==> config.mk <==
export PLATFORM = sky130hd
export DESIGN_NAME = dmasg_seq
export DESIGN_NICKNAME = d
export VERILOG_FILES = /design/src/dmasg_pkg.sv /design/src/dmasg_buf.sv /design/src/dmasg_seq.sv
export VERILOG_INCLUDE_DIRS = /design/src
export SDC_FILE = /design/constraint.sdc
export NUM_CORES = 1
export LEC_CHECK = 0
export BUFFER_PORTS_ARGS = -buffer_cell sky130_fd_sc_hd__clkbuf_2
export CAP_MARGIN = 20
export CORE_UTILIZATION = 53
export CTS_CLUSTER_SIZE = 28
export DETAILED_ROUTE_END_ITERATION = 6
export PLACE_DENSITY_LB_ADDON = 0.08
export SYNTH_ARGS = -nofsm -noshare
export SYNTH_HDL_FRONTEND = slang
export SYNTH_SLANG_ARGS = --single-unit
==> constraint.sdc <==
create_clock -name sys_clk -period 11.02 [get_ports sys_clk]
set_input_delay 0 -clock sys_clk [delete_from_list [all_inputs] [get_ports sys_clk]]
set_output_delay 0 -clock sys_clk [all_outputs]
set_load 0.01 [all_outputs]
==> src/dmasg_defines.svh <==
`ifndef DMASG_DEFINES_SVH
`define DMASG_DEFINES_SVH

// Cycle-type codes
`define DMASG_CT_INVALID 3'h0
`define DMASG_CT_BASIC   3'h1
`define DMASG_CT_AUTO    3'h2
`define DMASG_CT_MSG_PRI 3'h4
`define DMASG_CT_MSG_ALT 3'h5
`define DMASG_CT_PSG_PRI 3'h6
`define DMASG_CT_PSG_ALT 3'h7

// Descriptor word offsets
`define DMASG_W_SRC 4'h0
`define DMASG_W_DST 4'h4
`define DMASG_W_CFG 4'h8

// Address increment and size codes
`define DMASG_INC_WORD  2'h2
`define DMASG_INC_NONE  2'h3
`define DMASG_SIZE_WORD 2'h2

// Copy and chunk geometry
`define DMASG_COPY_LAST  2'h3
`define DMASG_COPY_STEP  10'h004
`define DMASG_RATE_MAX   4'ha
`define DMASG_CHUNK_MAX  11'h3ff

// Register offsets
`define DMASG_OFF_BASE   8'h00
`define DMASG_OFF_CHEN   8'h04
`define DMASG_OFF_SWREQ  8'h08
`define DMASG_OFF_BURST  8'h0c
`define DMASG_OFF_STATUS 8'h10

// Reset values
`define DMASG_BASE_RST 32'h0000_0000
`define DMASG_CHEN_RST 8'h00

`endif

==> src/dmasg_pkg.sv <==
package dmasg_pkg;

  typedef enum logic [3:0] {
    ST_ARB, ST_FSRC, ST_FDST, ST_FCFG, ST_DEC,
    ST_CRD, ST_CFL, ST_CWR, ST_CWB,
    ST_TRD, ST_TCAP, ST_TWR, ST_TWB
  } dmasg_state_t;

  typedef struct packed {
    logic [1:0] dst_inc;
    logic [1:0] dst_size;
    logic [1:0] src_inc;
    logic [1:0] src_size;
    logic [2:0] dst_prot;
    logic [2:0] src_prot;
    logic [3:0] arb_rate;
    logic [9:0] n_minus_1;
    logic       burst_next;
    logic [2:0] cycle;
  } dmasg_cfg_t;

  typedef struct packed {
    logic [31:0] addr;
    logic [31:0] wdata;
    logic        wr;
    logic        rd;
    logic        prot;
    logic [1:0]  size;
  } dmasg_mreq_t;

endpackage

==> src/dmasg_buf.sv <==
`timescale 1ns/1ps
module dmasg_buf #(
  parameter int W  = 32,
  parameter int AW = 2
) (
  input  wire logic          sys_clk,  // Core clock
  input  wire logic          wr_en,    // Write strobe
  input  wire logic [AW-1:0] wr_addr,  // Write index
  input  wire logic [W-1:0]  wr_data,  // Write word
  input  wire logic [AW-1:0] rd_addr,  // Read index
  output logic      [W-1:0]  rd_data   // Registered read word
);
  logic [W-1:0] mem_r [2**AW];

  always_ff @(posedge sys_clk) begin
    if (wr_en) begin
      mem_r[wr_addr] <= wr_data;
    end
    rd_data <= mem_r[rd_addr];
  end
endmodule

==> src/dmasg_seq.sv <==
// Strobed register access and the address map were chosen for this implementation.
`timescale 1ns/1ps
`include "dmasg_defines.svh"
module dmasg_seq #(
  parameter int NCH = 8
) (
  input  wire logic               sys_clk,    // Core clock, 10 MHz
  input  wire logic               reset,      // Async reset, active high
  input  wire logic [7:0]         reg_addr,   // Register byte address
  input  wire logic [31:0]        reg_wdata,  // Register write data
  input  wire logic               reg_wr,     // Register write strobe
  input  wire logic               reg_rd,     // Register read strobe
  output logic      [31:0]        reg_rdata,  // Read data, cycle after strobe
  input  wire logic [NCH-1:0]     dma_req,    // Peripheral request lines
  output dmasg_pkg::dmasg_mreq_t  mem_req,    // System bus request
  input  wire logic [31:0]        mem_rdata,  // Bus read data, cycle after read
  output logic      [NCH-1:0]     dma_done    // Per-channel done pulse
);
  typedef dmasg_pkg::dmasg_state_t dmasg_st_t;

  dmasg_st_t              state_r, state_nxt;
  dmasg_pkg::dmasg_cfg_t  cfg_r, cfg_nxt, cfg_in;
  logic [2:0]             ch_r, ch_nxt, ctype_r, ctype_nxt;
  logic                   trig_r, trig_nxt, last_r, last_nxt;
  logic [1:0]             idx_r, idx_nxt;
  logic [10:0]            cnt_r, cnt_nxt;
  logic [31:0]            src_r, src_nxt, dst_r, dst_nxt;
  logic [31:0]            data_r, data_nxt, base_r, base_nxt, rdata_r;
  logic [NCH-1:0]         alt_r, alt_nxt, auto_r, auto_nxt, swp_r, swp_nxt;
  logic [NCH-1:0]         en_r, en_nxt, nub_r, nub_nxt, ubf_r, ubf_nxt;
  logic [NCH-1:0]         done_r, done_nxt, sy1_r, sy2_r;
  logic [31:0]            buf_rdata;

  function automatic logic [31:0] xfer_addr(logic [31:0] endp, logic [9:0] rem,
                                            logic [1:0] inc);
    xfer_addr = (inc == `DMASG_INC_NONE) ? endp : endp - ({22'h0, rem} << inc);
  endfunction

  function automatic logic [2:0] first_set(logic [NCH-1:0] v);
    first_set = 3'h0;
    for (int i = NCH - 1; i >= 0; i--) begin
      if (v[i]) begin
        first_set = 3'(i);
      end
    end
  endfunction

  function automatic logic [10:0] chunk_last(logic [3:0] r);
    chunk_last = (r >= `DMASG_RATE_MAX) ? `DMASG_CHUNK_MAX : 11'((11'h1 << r) - 11'h1);
  endfunction

  // Lowest channel index wins arbitration
  wire [NCH-1:0] pend     = en_r & (sy2_r | swp_r | auto_r);
  wire [2:0]     gnt      = first_set(pend);
  wire           cur_alt  = alt_r[ch_r];
  wire [9:0]     nm1      = cfg_r.n_minus_1;
  assign cfg_in = dmasg_pkg::dmasg_cfg_t'(mem_rdata);

  wire s_fsrc  = state_r == dmasg_pkg::ST_FSRC;
  wire s_fdst  = state_r == dmasg_pkg::ST_FDST;
  wire s_fcfg  = state_r == dmasg_pkg::ST_FCFG;
  wire s_crd   = state_r == dmasg_pkg::ST_CRD;
  wire s_cfl   = state_r == dmasg_pkg::ST_CFL;
  wire s_cwr   = state_r == dmasg_pkg::ST_CWR;
  wire s_trd   = state_r == dmasg_pkg::ST_TRD;
  wire s_twr   = state_r == dmasg_pkg::ST_TWR;
  wire s_wb    = state_r == dmasg_pkg::ST_CWB || state_r == dmasg_pkg::ST_TWB;

  wire [3:0]  dword  = s_fdst ? `DMASG_W_DST : (s_fsrc ? `DMASG_W_SRC : `DMASG_W_CFG);
  wire [31:0] desc_a = {base_r[31:8], cur_alt, ch_r, dword};
  wire [31:0] alt_a  = {base_r[31:8], 1'b1, ch_r, idx_r, 2'h0};
  wire [31:0] copy_a = xfer_addr(src_r, nm1 - 10'(idx_r), `DMASG_INC_WORD);
  wire [31:0] tsrc_a = xfer_addr(src_r, nm1, cfg_r.src_inc);
  wire [31:0] tdst_a = xfer_addr(dst_r, nm1, cfg_r.dst_inc);

  assign mem_req.rd    = s_fsrc || s_fdst || s_fcfg || s_crd || s_trd;
  assign mem_req.wr    = s_cwr || s_twr || s_wb;
  assign mem_req.addr  = s_crd ? copy_a : s_cwr ? alt_a : s_trd ? tsrc_a :
                         s_twr ? tdst_a : desc_a;
  assign mem_req.wdata = s_cwr ? buf_rdata : s_twr ? data_r : cfg_r;
  assign mem_req.prot  = (s_crd || s_trd) ? cfg_r.src_prot[0] :
                         (s_cwr || s_twr) ? cfg_r.dst_prot[0] : 1'b0;
  assign mem_req.size  = (s_trd || s_twr) ? cfg_r.src_size : `DMASG_SIZE_WORD;

  // Copy staging: four words read, then four written
  wire       bwe = (s_crd && idx_r != 2'h0) || s_cfl;
  wire [1:0] bwa = s_cfl ? `DMASG_COPY_LAST : 2'(idx_r - 2'h1);
  wire [1:0] bra = s_cfl ? 2'h0 : 2'(idx_r + 2'h1);

  dmasg_buf #(.W(32), .AW(2)) u_buf (
    .sys_clk (sys_clk),
    .wr_en   (bwe),
    .wr_addr (bwa),
    .wr_data (mem_rdata),
    .rd_addr (bra),
    .rd_data (buf_rdata)
  );

  wire           wr_base  = reg_wr && reg_addr == `DMASG_OFF_BASE;
  wire           wr_chen  = reg_wr && reg_addr == `DMASG_OFF_CHEN;
  wire           wr_swreq = reg_wr && reg_addr == `DMASG_OFF_SWREQ;
  wire           wr_burst = reg_wr && reg_addr == `DMASG_OFF_BURST;
  wire [NCH-1:0] wbits    = reg_wdata[NCH-1:0];
  wire [31:0]    status   = {8'h0, 8'(auto_r), 8'(alt_r), 4'h0,
                             state_r != dmasg_pkg::ST_ARB, ch_r};
  wire [31:0]    rd_mux   = (reg_addr == `DMASG_OFF_BASE)   ? base_r :
                            (reg_addr == `DMASG_OFF_CHEN)   ? 32'(en_r) :
                            (reg_addr == `DMASG_OFF_BURST)  ? 32'(ubf_r) :
                            (reg_addr == `DMASG_OFF_STATUS) ? status : 32'h0000_0000;

  always_comb begin
    state_nxt = state_r;
    cfg_nxt   = cfg_r;
    ch_nxt    = ch_r;
    ctype_nxt = ctype_r;
    trig_nxt  = trig_r;
    last_nxt  = last_r;
    idx_nxt   = idx_r;
    cnt_nxt   = cnt_r;
    src_nxt   = src_r;
    dst_nxt   = dst_r;
    data_nxt  = data_r;
    alt_nxt   = alt_r;
    auto_nxt  = auto_r;
    swp_nxt   = swp_r;
    en_nxt    = en_r;
    nub_nxt   = nub_r;
    done_nxt  = '0;
    ubf_nxt   = ubf_r & ~(wr_burst ? wbits : '0);
    case (state_r)
      dmasg_pkg::ST_ARB: begin
        if (|pend) begin
          ch_nxt        = gnt;
          trig_nxt      = sy2_r[gnt];
          auto_nxt[gnt] = 1'b0;
          swp_nxt[gnt]  = 1'b0;
          state_nxt     = dmasg_pkg::ST_FSRC;
        end
      end
      dmasg_pkg::ST_FSRC: state_nxt = dmasg_pkg::ST_FDST;
      dmasg_pkg::ST_FDST: begin
        src_nxt   = mem_rdata;
        state_nxt = dmasg_pkg::ST_FCFG;
      end
      dmasg_pkg::ST_FCFG: begin
        dst_nxt   = mem_rdata;
        state_nxt = dmasg_pkg::ST_DEC;
      end
      dmasg_pkg::ST_DEC: begin
        cfg_nxt   = cfg_in;
        ctype_nxt = cfg_in.cycle;
        idx_nxt   = 2'h0;
        cnt_nxt   = 11'h000;
        state_nxt = dmasg_pkg::ST_ARB;
        if (!cur_alt) begin
          if (cfg_in.cycle == `DMASG_CT_MSG_PRI ||
              (cfg_in.cycle == `DMASG_CT_PSG_PRI && trig_r)) begin
            state_nxt = dmasg_pkg::ST_CRD;
          end
        end else if (cfg_in.cycle == `DMASG_CT_MSG_ALT || cfg_in.cycle == `DMASG_CT_PSG_ALT ||
                     cfg_in.cycle == `DMASG_CT_AUTO || cfg_in.cycle == `DMASG_CT_BASIC) begin
          state_nxt = dmasg_pkg::ST_TRD;
        end else begin
          alt_nxt[ch_r] = 1'b0;
        end
      end
      dmasg_pkg::ST_CRD: begin
        idx_nxt = 2'(idx_r + 2'h1);
        if (idx_r == `DMASG_COPY_LAST) begin
          state_nxt = dmasg_pkg::ST_CFL;
        end
      end
      dmasg_pkg::ST_CFL: begin
        last_nxt          = nm1 < `DMASG_COPY_STEP;
        cfg_nxt.n_minus_1 = last_nxt ? 10'h000 : 10'(nm1 - `DMASG_COPY_STEP);
        if (last_nxt) begin
          cfg_nxt.cycle = `DMASG_CT_INVALID;
        end
        nub_nxt[ch_r] = cfg_r.burst_next;
        state_nxt     = dmasg_pkg::ST_CWR;
      end
      dmasg_pkg::ST_CWR: begin
        idx_nxt = 2'(idx_r + 2'h1);
        if (idx_r == `DMASG_COPY_LAST) begin
          state_nxt = dmasg_pkg::ST_CWB;
        end
      end
      dmasg_pkg::ST_CWB: begin
        alt_nxt[ch_r] = 1'b1;
        if (ctype_r == `DMASG_CT_PSG_PRI) begin
          state_nxt = dmasg_pkg::ST_FSRC;
        end else begin
          auto_nxt[ch_r] = 1'b1;
          state_nxt      = dmasg_pkg::ST_ARB;
        end
      end
      dmasg_pkg::ST_TRD: state_nxt = dmasg_pkg::ST_TCAP;
      dmasg_pkg::ST_TCAP: begin
        data_nxt  = mem_rdata;
        state_nxt = dmasg_pkg::ST_TWR;
      end
      dmasg_pkg::ST_TWR: begin
        cnt_nxt  = 11'(cnt_r + 11'h001);
        last_nxt = nm1 == 10'h000;
        if (last_nxt) begin
          cfg_nxt.cycle = `DMASG_CT_INVALID;
        end else begin
          cfg_nxt.n_minus_1 = 10'(nm1 - 10'h001);
        end
        state_nxt = (last_nxt || cnt_r == chunk_last(cfg_r.arb_rate)) ?
                    dmasg_pkg::ST_TWB : dmasg_pkg::ST_TRD;
      end
      dmasg_pkg::ST_TWB: begin
        state_nxt = dmasg_pkg::ST_ARB;
        if (!last_r) begin
          // Peripheral-paced chunks wait for a fresh request
          if (ctype_r == `DMASG_CT_AUTO || ctype_r == `DMASG_CT_MSG_ALT) begin
            auto_nxt[ch_r] = 1'b1;
          end
        end else begin
          alt_nxt[ch_r] = 1'b0;
          case (ctype_r)
            `DMASG_CT_MSG_ALT: auto_nxt[ch_r] = 1'b1;
            `DMASG_CT_PSG_ALT: ubf_nxt[ch_r]  = ubf_nxt[ch_r] | nub_r[ch_r];
            default: begin
              done_nxt[ch_r] = 1'b1;
              en_nxt[ch_r]   = 1'b0;
            end
          endcase
        end
      end
      default: state_nxt = dmasg_pkg::ST_ARB;
    endcase
    // Software set lands after any hardware clear
    swp_nxt = swp_nxt | (wr_swreq ? wbits : '0);
    if (wr_chen) begin
      en_nxt = wbits;
    end
  end

  assign base_nxt  = wr_base ? {reg_wdata[31:8], 8'h00} : base_r;
  assign reg_rdata = rdata_r;
  assign dma_done  = done_r;

  always_ff @(posedge sys_clk or posedge reset) begin
    if (reset) begin
      sy1_r <= '0;
      sy2_r <= '0;
    end else begin
      sy1_r <= dma_req;
      sy2_r <= sy1_r;
    end
  end

  always_ff @(posedge sys_clk or posedge reset) begin
    if (reset) begin
      state_r <= dmasg_pkg::ST_ARB;
      cfg_r   <= '0;
      ch_r    <= 3'h0;
      ctype_r <= `DMASG_CT_INVALID;
      trig_r  <= 1'b0;
      last_r  <= 1'b0;
      idx_r   <= 2'h0;
      cnt_r   <= 11'h000;
      src_r   <= 32'h0000_0000;
      dst_r   <= 32'h0000_0000;
      data_r  <= 32'h0000_0000;
      base_r  <= `DMASG_BASE_RST;
      rdata_r <= 32'h0000_0000;
      alt_r   <= '0;
      auto_r  <= '0;
      swp_r   <= '0;
      en_r    <= NCH'(`DMASG_CHEN_RST);
      nub_r   <= '0;
      ubf_r   <= '0;
      done_r  <= '0;
    end else begin
      state_r <= state_nxt;
      cfg_r   <= cfg_nxt;
      ch_r    <= ch_nxt;
      ctype_r <= ctype_nxt;
      trig_r  <= trig_nxt;
      last_r  <= last_nxt;
      idx_r   <= idx_nxt;
      cnt_r   <= cnt_nxt;
      src_r   <= src_nxt;
      dst_r   <= dst_nxt;
      data_r  <= data_nxt;
      base_r  <= base_nxt;
      rdata_r <= reg_rd ? rd_mux : 32'h0000_0000;
      alt_r   <= alt_nxt;
      auto_r  <= auto_nxt;
      swp_r   <= swp_nxt;
      en_r    <= en_nxt;
      nub_r   <= nub_nxt;
      ubf_r   <= ubf_nxt;
      done_r  <= done_nxt;
    end
  end

  done_pulse_a: assert property (@(posedge sys_clk) disable iff (reset)
    |done_r |=> !(|done_r) && state_r != dmasg_pkg::ST_TWB)
    else $error("done held longer than one cycle");

  done_cause_a: assert property (@(posedge sys_clk) disable iff (reset)
    |done_r |-> $past(state_r == dmasg_pkg::ST_TWB && last_r &&
      (ctype_r == `DMASG_CT_AUTO || ctype_r == `DMASG_CT_BASIC)))
    else $error("done without final auto or basic task");

  copy_target_a: assert property (@(posedge sys_clk) disable iff (reset)
    s_cwr |-> mem_req.wr && mem_req.addr[7] && mem_req.addr[6:4] == ch_r)
    else $error("copy not aimed at own alternate descriptor");

  psg_direct_a: assert property (@(posedge sys_clk) disable iff (reset)
    state_r == dmasg_pkg::ST_CWB && ctype_r == `DMASG_CT_PSG_PRI
    |=> s_fsrc && cur_alt ##3 state_r == dmasg_pkg::ST_DEC)
    else $error("peripheral copy did not start alternate at once");

  msg_auto_a: assert property (@(posedge sys_clk) disable iff (reset)
    state_r == dmasg_pkg::ST_CWB && ctype_r == `DMASG_CT_MSG_PRI
    |=> auto_r[$past(ch_r)] && state_r == dmasg_pkg::ST_ARB)
    else $error("memory copy missed its auto-request");

  pri_invalid_a: assert property (@(posedge sys_clk) disable iff (reset)
    state_r == dmasg_pkg::ST_CWB && last_r |-> mem_req.wdata[2:0] == `DMASG_CT_INVALID)
    else $error("final copy left primary valid");

  psg_swonly_a: assert property (@(posedge sys_clk) disable iff (reset)
    state_r == dmasg_pkg::ST_DEC && !cur_alt && !trig_r &&
    cfg_in.cycle == `DMASG_CT_PSG_PRI |=> state_r == dmasg_pkg::ST_ARB)
    else $error("software request started peripheral sequence");

  read_prot_a: assert property (@(posedge sys_clk) disable iff (reset)
    s_trd |-> mem_req.rd && mem_req.prot == cfg_r.src_prot[0])
    else $error("source read protection wrong");

  copy_len_a: assert property (@(posedge sys_clk) disable iff (reset)
    s_crd && idx_r == 2'h0 |-> s_crd [*4] ##1 s_cfl ##1 s_cwr [*4])
    else $error("copy is not four sequential words");

  chunk_arb_a: assert property (@(posedge sys_clk) disable iff (reset)
    s_twr && !last_nxt && cnt_r == chunk_last(cfg_r.arb_rate)
    |=> state_r == dmasg_pkg::ST_TWB ##1 state_r == dmasg_pkg::ST_ARB)
    else $error("chunk end did not re-arbitrate");

  msg_next_a: assert property (@(posedge sys_clk) disable iff (reset)
    state_r == dmasg_pkg::ST_TWB && last_r && ctype_r == `DMASG_CT_MSG_ALT
    |=> auto_r[$past(ch_r)] && !alt_r[$past(ch_r)] && !(|done_r))
    else $error("memory task end mishandled");
endmodule

Word-level counts from Yosys, hierarchy flattened
Memory sizes are Yosys's and may differ from the RTL's. A register that Yosys moved wholly into a read port is not among the register bits.
Index checks and enable logic that the tools add are counted.
- add/sub/neg operators: 10
- $lt $le $gt $ge: 6
- equality and inequality tests: 43
- shift-type cells: 3
- muxes and demuxes: 87
- bitwise logic cells: 15
- reductions and logical operators: 47
- operators with widths (kind ; number):
    2-to-1 mux 32 bit ; 10
    2-to-1 mux 8 bit ; 22
    2-to-1 mux 24 bit ; 3
    left shift 10 x 2 -> 32 bit ; 2
    subtractor 32 bit ; 2
    AND 8 bit ; 6
    one-hot mux 4 bit (12 select lines) ; 1
    one-hot mux 8 bit (3 select lines) ; 2
    bitwise OR 8 bit ; 5
    2-to-1 mux 3 bit ; 12
    subtractor 32 x 12 -> 32 bit ; 1
    one-hot mux 10 bit (3 select lines) ; 1
    2-to-1 mux 4 bit ; 7
    NOT 8 bit ; 3
    one-hot mux 11 bit (2 select lines) ; 1
    == test 3 bit, second input constant ; 7
    == test 4 bit, second input constant ; 5
    2-to-1 mux 10 bit ; 2
    bitwise mux 8 bit ; 2
    == test 4 x 3 -> 1 bit, second input constant ; 4
    == test 8 x 4 -> 1 bit, second input constant ; 2
    logical OR 1 bit ; 16
    binary-select mux 1 bit (select 3 bit) ; 4
    != test 2 bit, second input constant ; 6
    43 further kinds ; 85
- register bits: 281
- RAM bits: 128
- bits of input ports: 84
- output and inout bits: 109
- logic and storage cells: 243
- memories kept: 1
- memory list (name ; depth ; width ; rd ports ; clocked after Yosys merged registers in ; write ports ; RTL line ; text):
    u_buf.mem_r ; 4 ; 32 ; 1 ; 1 ; 1 ; dmasg_buf.sv:13 ; logic [W-1:0] mem_r [2**AW];

Longest topological paths before layout
Gate-level depths: netlist (run 1).
- depth in word-level cells: 20
- depth in mapped cells: 17
- depth with buffers taken out: 16

Hierarchy
From an unflattened synthesis (run 1), not the netlist that was laid out.
- cells, all modules: 2109
- area total of the unflattened synthesis: 22741.8 um^2
- by module, submodules not included (module ; times used ; cells an instance ; area an instance (um^2) ; sequential area each (um^2)):
    dmasg_seq ; 1 ; 1906 ; 17411.7 ; 7031.7
    dmasg_buf ; 1 ; 203 ; 5330.1 ; 4484.3

Worst setup path after synthesis (run 1)
OpenSTA, ideal clock, no wires.
- path kind: register to register
- start: register state_r[3] (netlist bit)
- end: memory u_buf.mem_r[3][0], enable pin
- library setup time: 0.511 ns
- arrival: 4.892 ns
- required time: 10.509 ns
- path slack: 5.618 ns
- cell stages (with the launch flop): 9
- path buffers: 4
- period minus slack after synthesis: 5.402 ns
- cell sequence: dfrtp_1 > buf_2 > nor2b_1 > and2_1 > clkbuf_1 > nand2b_1 > clkbuf_1 > clkbuf_1 > o41ai_1
- longest elaborated chain between the ends: 5
- elaborated cells on any way between the ends: 7
- those cells by class: eq/ne (2); mux (3); reduce/logical (2)
- RTL lines (item ; RTL line ; text):
    from (decl) ; dmasg_seq.sv:21 ; dmasg_st_t state_r, state_nxt;
    from (signal assigned) ; dmasg_seq.sv:257 ; state_r <= dmasg_pkg::ST_ARB;
    from (signal assigned) ; dmasg_seq.sv:278 ; state_r <= state_nxt;
    == test 4 x 3 -> 1 bit ; dmasg_seq.sv:62 ; wire s_crd = state_r == dmasg_pkg::ST_CRD;
    logical AND 1 bit ; dmasg_seq.sv:86 ; wire bwe = (s_crd && idx_r != 2'h0) || s_cfl;
    logical OR 1 bit ; dmasg_seq.sv:86 ;
    2-to-1 mux 1 bit ; dmasg_buf.sv:16 ; if (wr_en) begin
    2-to-1 mux 1 bit (not written as such) ; dmasg_buf.sv:17 ; mem_r[wr_addr] <= wr_data;
    to (decl) ; dmasg_buf.sv:13 ;
Parallel ways exist; a longest one is shown, timed or not.

==> results.sh, run 1 <==
export IMPL_cts_tree="yes"
export IMPL_finalNetCount=2594
export IMPL_synthAdderAreaFrac_pct=2.808
export IMPL_drtIter0Drc=1853
export IMPL_muxShareOfSynthArea_pct=8.078
export IMPL_firstDrtPassIters=6
export IMPL_synthTopCellsByArea="dfrtp_1 (31%), edfxtp_1 (17%), mux2_2 (6.7%)"
export IMPL_synth_compound_area_share_pct=15.87
export IMPL_slew_headroom_pct=21.13
export IMPL_arrival_ps=5470
export IMPL_cp_required_ps=11020
export IMPL_cts_repair_resized=0
export IMPL_synth_cell_type_count=74
export IMPL_core_area_um2=41850
export IMPL_gp_congestion=0.9671
export IMPL_ff2ff_path_depth=9
export IMPL_leakagePower_nw=11.05
export IMPL_placed_area_um2=23850
export IMPL_reg2reg_from="state_r[2]"
export IMPL_ir_drop_mv=0.2573
export IMPL_synth_xor_area_share_pct=3.081
export IMPL_highest_layer="met4"
export IMPL_cts_clk_slew_worst_paths_ps=60
export IMPL_dp_slack_ps=6240
export IMPL_cts_max_level=2
export IMPL_total_power_mw=8.241
export IMPL_fillers=3466
export IMPL_timing_fmax_mhz=183.0
export IMPL_synth_area_leader_cell="dfrtp_1"
export IMPL_tightest_slew_ps=1168
export IMPL_cts_root_buf="clkbuf_16"
export IMPL_postCtsHoldBufs=82
export IMPL_syn_area_um2=22460
export IMPL_drc=0
export IMPL_cts_buffers=47
export IMPL_p_comb_share_pct=48.6
export IMPL_r2r_slack_ps=7650
export IMPL_sw_frac_of_total_pct=44.08
export IMPL_min_path_type="in2reg"
export IMPL_synth_nets=2379
export IMPL_worst_path_max_delay_cell="o21ai_1"
export IMPL_die_x_um=207.9
export IMPL_switchingPower_mw=3.633
export IMPL_grt_max_degree=168
export IMPL_reg2reg_to="u_buf.mem_r[2][22]"
export IMPL_async_flop_share_pct=63.72
export IMPL_antenna_left=0
export IMPL_yosys_area_share_simple_pct=15.84
export IMPL_hold_start="dma_req[7]"
export IMPL_initial_utilization_pct=53.67
export IMPL_setup_worst_path_end_class="output port"
export IMPL_vias=18760
export IMPL_min_path_cells=2
export IMPL_grt_pass1_wl_mm=109.5
export IMPL_syn_inst=2247
export IMPL_met3_length_mm=5.079
export IMPL_met2WireLength_mm=32.98
export IMPL_p_int_mw=4.608
export IMPL_postCtsSetupRepairBufs=0
export IMPL_seq_power_share_pct=31.9
export IMPL_clkPwrFrac_pct=19.4
export IMPL_met1_length_mm=31.65
export IMPL_dieArea_um2=43210
export IMPL_critPathLaunchType="flip-flop"
export IMPL_rsz0062_at_grt="false"
export IMPL_cpPeakStageDelay_ps=540
export IMPL_status="finished, final reports clean"
export IMPL_final_area_um2=26280
export IMPL_synth_seq_cells=441
export IMPL_seq_area_frac_synth_pct=51.27
export IMPL_synth_top_family_by_area="compound AO/OA/AOI/OAI gates"
export IMPL_wl_per_cell_um=23.61
export IMPL_path_delay_family="simple AND/OR/NAND/NOR gates"
export IMPL_path_class="reg2out"
export IMPL_drv_cap=0
export IMPL_syn_area_per_cell_um2=9.996
export IMPL_antenna_found_initial=0
export IMPL_rows=75
export IMPL_die_h_um=207.9
export IMPL_synth_edf_count=128
export IMPL_routed_wirelength_mm=71.78
export IMPL_period_share_pct=49.60
export IMPL_synth_top_cell_area_share_pct=31.31
export IMPL_synth_common_cells="nand2_1 (354), dfrtp_1 (281), nor2_1 (166)"
export IMPL_diodes=0
export IMPL_crit_buf_inv=2
export IMPL_clk_latency_ps=600
export IMPL_setup_viol=0
export IMPL_path_max_fanout=12
export IMPL_area_growth_pct=16.99
export IMPL_grt_overflow=0
export IMPL_hpwl_mm=49.13
export IMPL_finalHoldViolations=0
export IMPL_fin_skew_ps=10.73
export IMPL_ioPinCount=193
export IMPL_grt_pass1_vias=17900
export IMPL_period_needed_ps=5466
export IMPL_finalMaxSlewViolations=0
export IMPL_whs_endpoint="sy1_r[7]"
export IMPL_synth_most_common_cell="nand2_1"
export IMPL_cts_buffer_depth=3
export IMPL_tns_ps=0
export IMPL_holdWs_ps=68.97
export IMPL_io_buffers=192
export IMPL_synth_top_flop_cell="dfrtp_1"
export IMPL_power_density_nw_per_um2=313.6
export IMPL_grt_usage_pct=33.33
export IMPL_clock_sinks=441
export IMPL_viasPerCell=6.170
export IMPL_yosysWarnings=0
export IMPL_path_cells="inv_1 -> ha_1 -> nor2b_1 -> nand2b_1 -> or3_1 -> nor2_1 -> xnor2_1 -> ha_1 -> a21o_1 -> a211oi_1 -> nand2_1 -> o21ai_1 -> nand2_1 -> o22ai_1 -> or3b_2 -> nand4_1 -> clkbuf_2"
export IMPL_finalWorstSetupSlack_ps=5554
export IMPL_drive_gt1_share_pct=18.43
==> worst max-delay path by stage <==
stage                     cells after the start   start  slack, ps                    endpoint
after floorplan                               1   reset       3270  asynchronous set/reset pin
after global placement                       17  nm1[2]       6380                 mem_req[64]
after detailed placement                     17  nm1[2]       6240                 mem_req[64]
after CTS                                    17  nm1[2]       5610                 mem_req[64]
after global routing                         17  nm1[2]       5170                 mem_req[64]
final                                        17  nm1[2]       5550                 mem_req[64]
==> kinds of logic (layout without fill, tap and decap cells) <==
logic type	count (synthesis)	after routing
muxes	162	162
and+or+nand+nor	783	783
buffers and inverters	180	434
AOI/OAI and AO/OA	554	554
xor gates and xnor gates	79	79
adders and majority gates	48	48
DFF	441	441
==> state kept, by name, indices dropped and copies added (netlist names), 10 cells and up, named ones only <==
| signal | count |
|---|---|
| cfg_r | 22 |
| nm1 | 10 |
| data_r | 32 |
| src_r | 32 |
| cnt_r | 11 |
| base_r | 24 |
| u_buf.rd_data | 32 |
| u_buf.mem_r | 128 |
| dst_r | 32 |
| reg_rdata | 32 |
==> per-layer routing <==
layer,vias to the layer above,global-route usage (%)
met3,127,5.280
li1,8565,-
met5,-,0
met4,0,10.63
met1,9286,47.56
met2,779,52.26
==> cells in the final DEF (no fill, tap or decap), types with 41 or more instances in the layout <==
cell / instances
a211oi_1: 50
a21oi_1: 113
a31oi_1: 79
clkbuf_16: 48
clkbuf_2: 192
dfrtp_1: 279
dlygate4sd3_1: 84
edfxtp_1: 128
ha_1: 44
inv_1: 41
mux2_2: 134
nand2_1: 350
nand3_1: 46
nor2_1: 162
nor2b_1: 48
o21ai_0: 129
xnor2_1: 48
==> final cells by class <==
type	count	area (um^2)	share of cell area [%]
multi-input combinational	1626	10320	39.28
tap	539	674.4	2.567
inverter	42	165.2	0.6285
timing repair buffer	304	2022	7.695
clock buffer	68	1366	5.200
sequential	441	11520	43.84
clock inverter	20	209.0	0.7952
==> worst reg2reg max path, delay by kind of cell (launching register included) <==
kind	cells	cell delay, ps
DFF	1	680
and+or+nand+nor	6	1300
buffers and inverters	3	980
==> per-stage QoR <==
stage | util [%] | cells
finish | 62.78 | 3040
global route | 62.78 | 3040
CTS | 62.71 | 3036
detailed placement | 56.98 | 2866
global placement | 56.98 | 2866
floorplan | - | 2247
==> power by group through the flow <==
| stage | Sequential, mW | Clock, mW | Combinational (mW) |
|---|---|---|---|
| detailed placement | 2.64 | 0 | 3.91 |
| global route | 2.69 | 1.68 | 4.38 |
| CTS | 2.61 | 1.62 | 3.96 |
| floorplan | 2.33 | 0 | 2.95 |
| global placement | 2.63 | 0 | 3.87 |
| finish | 2.63 | 1.60 | 4.01 |
No activity file was read; power rests on OpenSTA's default activity.
==> run 2: changes to the inputs <==
clock period = 5.65 ns   (was 11.02 ns; I/O delays follow)
==> run 2 against run 1 <==
  * Clock power grew 94%
  * Via count up 0.91%
  * Register-to-register slack got worse by 5800 ps
  * Utilization up 0.066 points
  * Worst hold slack got worse by 43 ps
  * Global-route usage rose by 0.75 points
  * Critical endpoint is now mem_req[59]
  * Largest power group unchanged
==> results.sh, run 2 (synthesis gave the netlist of run 1 again) <==
export IMPL_finalMaxSlewViolations=0
export IMPL_leakagePower_nw=11.08
export IMPL_ir_drop_mv=0.5038
export IMPL_path_max_fanout=9
export IMPL_crit_end="mem_req[59]"
export IMPL_cp_required_ps=5650
export IMPL_arrival_ps=5250
export IMPL_dieArea_um2=43210
export IMPL_diodes=0
export IMPL_tns_ps=0
export IMPL_gp_congestion=0.9620
export IMPL_period_needed_ps=5248
export IMPL_grt_usage_pct=34.09
export IMPL_initial_utilization_pct=53.67
export IMPL_placed_area_um2=23920
export IMPL_total_power_mw=16.19
export IMPL_final_area_um2=26300
export IMPL_grt_pass1_vias=18390
export IMPL_use_met2_pct=53.25
export IMPL_clock_sinks=441
export IMPL_slew_headroom_pct=25.35
export IMPL_cts_buffers=47
export IMPL_ioPinCount=193
export IMPL_reg2reg_to="u_buf.mem_r[2][24]"
export IMPL_drc=0
export IMPL_cts_root_buf="clkbuf_16"
export IMPL_power_density_nw_per_um2=615.4
export IMPL_grt_overflow=0
export IMPL_die_h_um=207.9
export IMPL_largest_reg_flops=128
export IMPL_area_growth_pct=17.11
export IMPL_r2r_slack_ps=1830
export IMPL_vias=18930
export IMPL_clkPwrFrac_pct=19.2
export IMPL_final_common_cell="nand2_1"
export IMPL_path_cells="inv_1 -> ha_1 -> inv_1 -> fa_1 -> xor2_1 -> ha_1 -> a211o_1 -> a2111oi_1 -> o311a_1 -> nor2b_1 -> nand2_1 -> xnor2_1 -> o22ai_1 -> a21oi_1 -> clkbuf_2"
export IMPL_critPathLaunchType="flip-flop"
export IMPL_die_x_um=207.9
export IMPL_fin_skew_ps=15.21
export IMPL_wl_per_cell_um=24.05
export IMPL_instances_no_fill=3043
export IMPL_timing_fmax_mhz=190.6
export IMPL_grt_met1_usage_pct=49.13
export IMPL_p_int_mw=9.036
export IMPL_utilization_pct=62.85
export IMPL_routed_wirelength_mm=73.18
export IMPL_worstSetupPathDepth=15
export IMPL_p_comb_share_pct=49.1
export IMPL_cts_buffer_depth=3
export IMPL_ff2ff_path_depth=7
export IMPL_setup_worst_path_end_class="output port"
export IMPL_setup_viol=0
export IMPL_tightest_slew_ps=1112
export IMPL_grt_max_degree=165
export IMPL_rows=75
export IMPL_finalNetCount=2601
export IMPL_min_path_type="in2reg"
export IMPL_regMostFlops="u_buf.mem_r"
export IMPL_mostFrequentLayoutCells="nand2_1 (350), dfrtp_1 (279), clkbuf_2 (192)"
export IMPL_holdWs_ps=25.48
export IMPL_core_area_um2=41850
export IMPL_drv_cap=0
export IMPL_finalHoldViolations=0
export IMPL_dp_cells=2876
export IMPL_busiest_layer="met2"
export IMPL_antenna_found_initial=1
export IMPL_cts_tree="yes"
export IMPL_switchingPower_mw=7.150
export IMPL_viasPerCell=6.220
export IMPL_reg2reg_from="state_r[2]"
export IMPL_finalWorstSetupSlack_ps=402.1
export IMPL_cpPeakStageDelay_ps=670
export IMPL_met3_usage_pct=4.523
export IMPL_cts_clk_slew_worst_paths_ps=60
export IMPL_dp_slack_ps=929.8
export IMPL_path_class="reg2out"
export IMPL_hpwl_mm=50.98
export IMPL_grt_pass1_wl_mm=111.5
export IMPL_status="finished, final reports clean"
export IMPL_setup_worst_path_start="nm1[0]"
export IMPL_period_share_pct=92.88
export IMPL_rsz0062_at_grt="false"
export IMPL_crit_buf_inv=3
export IMPL_cts_max_level=2
export IMPL_drtIter0Drc=2008
export IMPL_drive_gt1_share_pct=18.53
export IMPL_firstDrtPassIters=6
export IMPL_path_delay_family="compound AO/OA/AOI/OAI gates"
export IMPL_sw_frac_of_total_pct=44.17
export IMPL_clk_latency_ps=590
export IMPL_antenna_left=0
export IMPL_seq_power_share_pct=31.7
export IMPL_io_buffers=192
export IMPL_worst_path_max_delay_cell="a2111oi_1"
run 2: changes by cell type in the layout (fill, tap and decap cells not counted), sizes merged:
cell,change
buf,+9
bufinv,+1
clkbuf,-3
clkinv,+4
clkinvlp,-4
dlygate4sd3,-1
inv,-3
run 2: how the worst min path moves through the flow:
stage | startpoint | end | slack (ps) | cells past startpoint
detailed placement | dma_req[0] | sy1_r[0] | 110 | 1
global placement | dma_req[5] | sy1_r[5] | 110 | 1
CTS | reg_addr[4] | reg_rdata[1] | 0.5 | 4
floorplan | dma_req[0] | sy1_r[0] | 30 | 0
finish | reg_addr[4] | reg_rdata[1] | 30 | 4
global route | reg_addr[4] | reg_rdata[0] | 40 | 4
run 2: per-layer routing:
layer	wire length, um	share of wire [%]
met1	32710	45
met2	33390	46
met3	4788	6.5
met4	2292	3.1
met5	0	0
run 2: power by group through the flow:
| stage | logic [mW] | registers [mW] | clock network (mW) |
|---|---|---|---|
| 6_report | 7.95 | 5.13 | 3.11 |
| 5_1_grt | 8.68 | 5.23 | 3.27 |
| 4_1_cts | 7.82 | 5.09 | 3.14 |
| 3_5_place_dp | 7.72 | 5.14 | 0 |
| 3_3_place_gp | 7.68 | 5.12 | 0 |
| 2_1_floorplan | 5.75 | 4.55 | 0 |
run 2: cell type report:
cell class	instances	area (um^2)
Fill cell	3458	15550
Inverter	42	161.4
Tap cell	539	674.4
Timing Repair Buffer	311	2072
Clock inverter	18	202.7
Sequential cell	441	11520
Clock buffer	66	1349
Multi-Input combinational cell	1626	10330
run 2: repair_timing:
item                                    in CTS  in global routing
hold endpoints to repair                   531                  0
setup buffers                                0                  0
gates resized for setup                      0                  2
endpoints found under the setup margin       0                  2
hold buffers                                83                  0
run 2: worst reg2reg max path, delay by kind of cell (launching register included):
kind | cells | cell delay [ps]
flops | 1 | 660
simple gates | 6 | 2250
buf+inv | 1 | 480
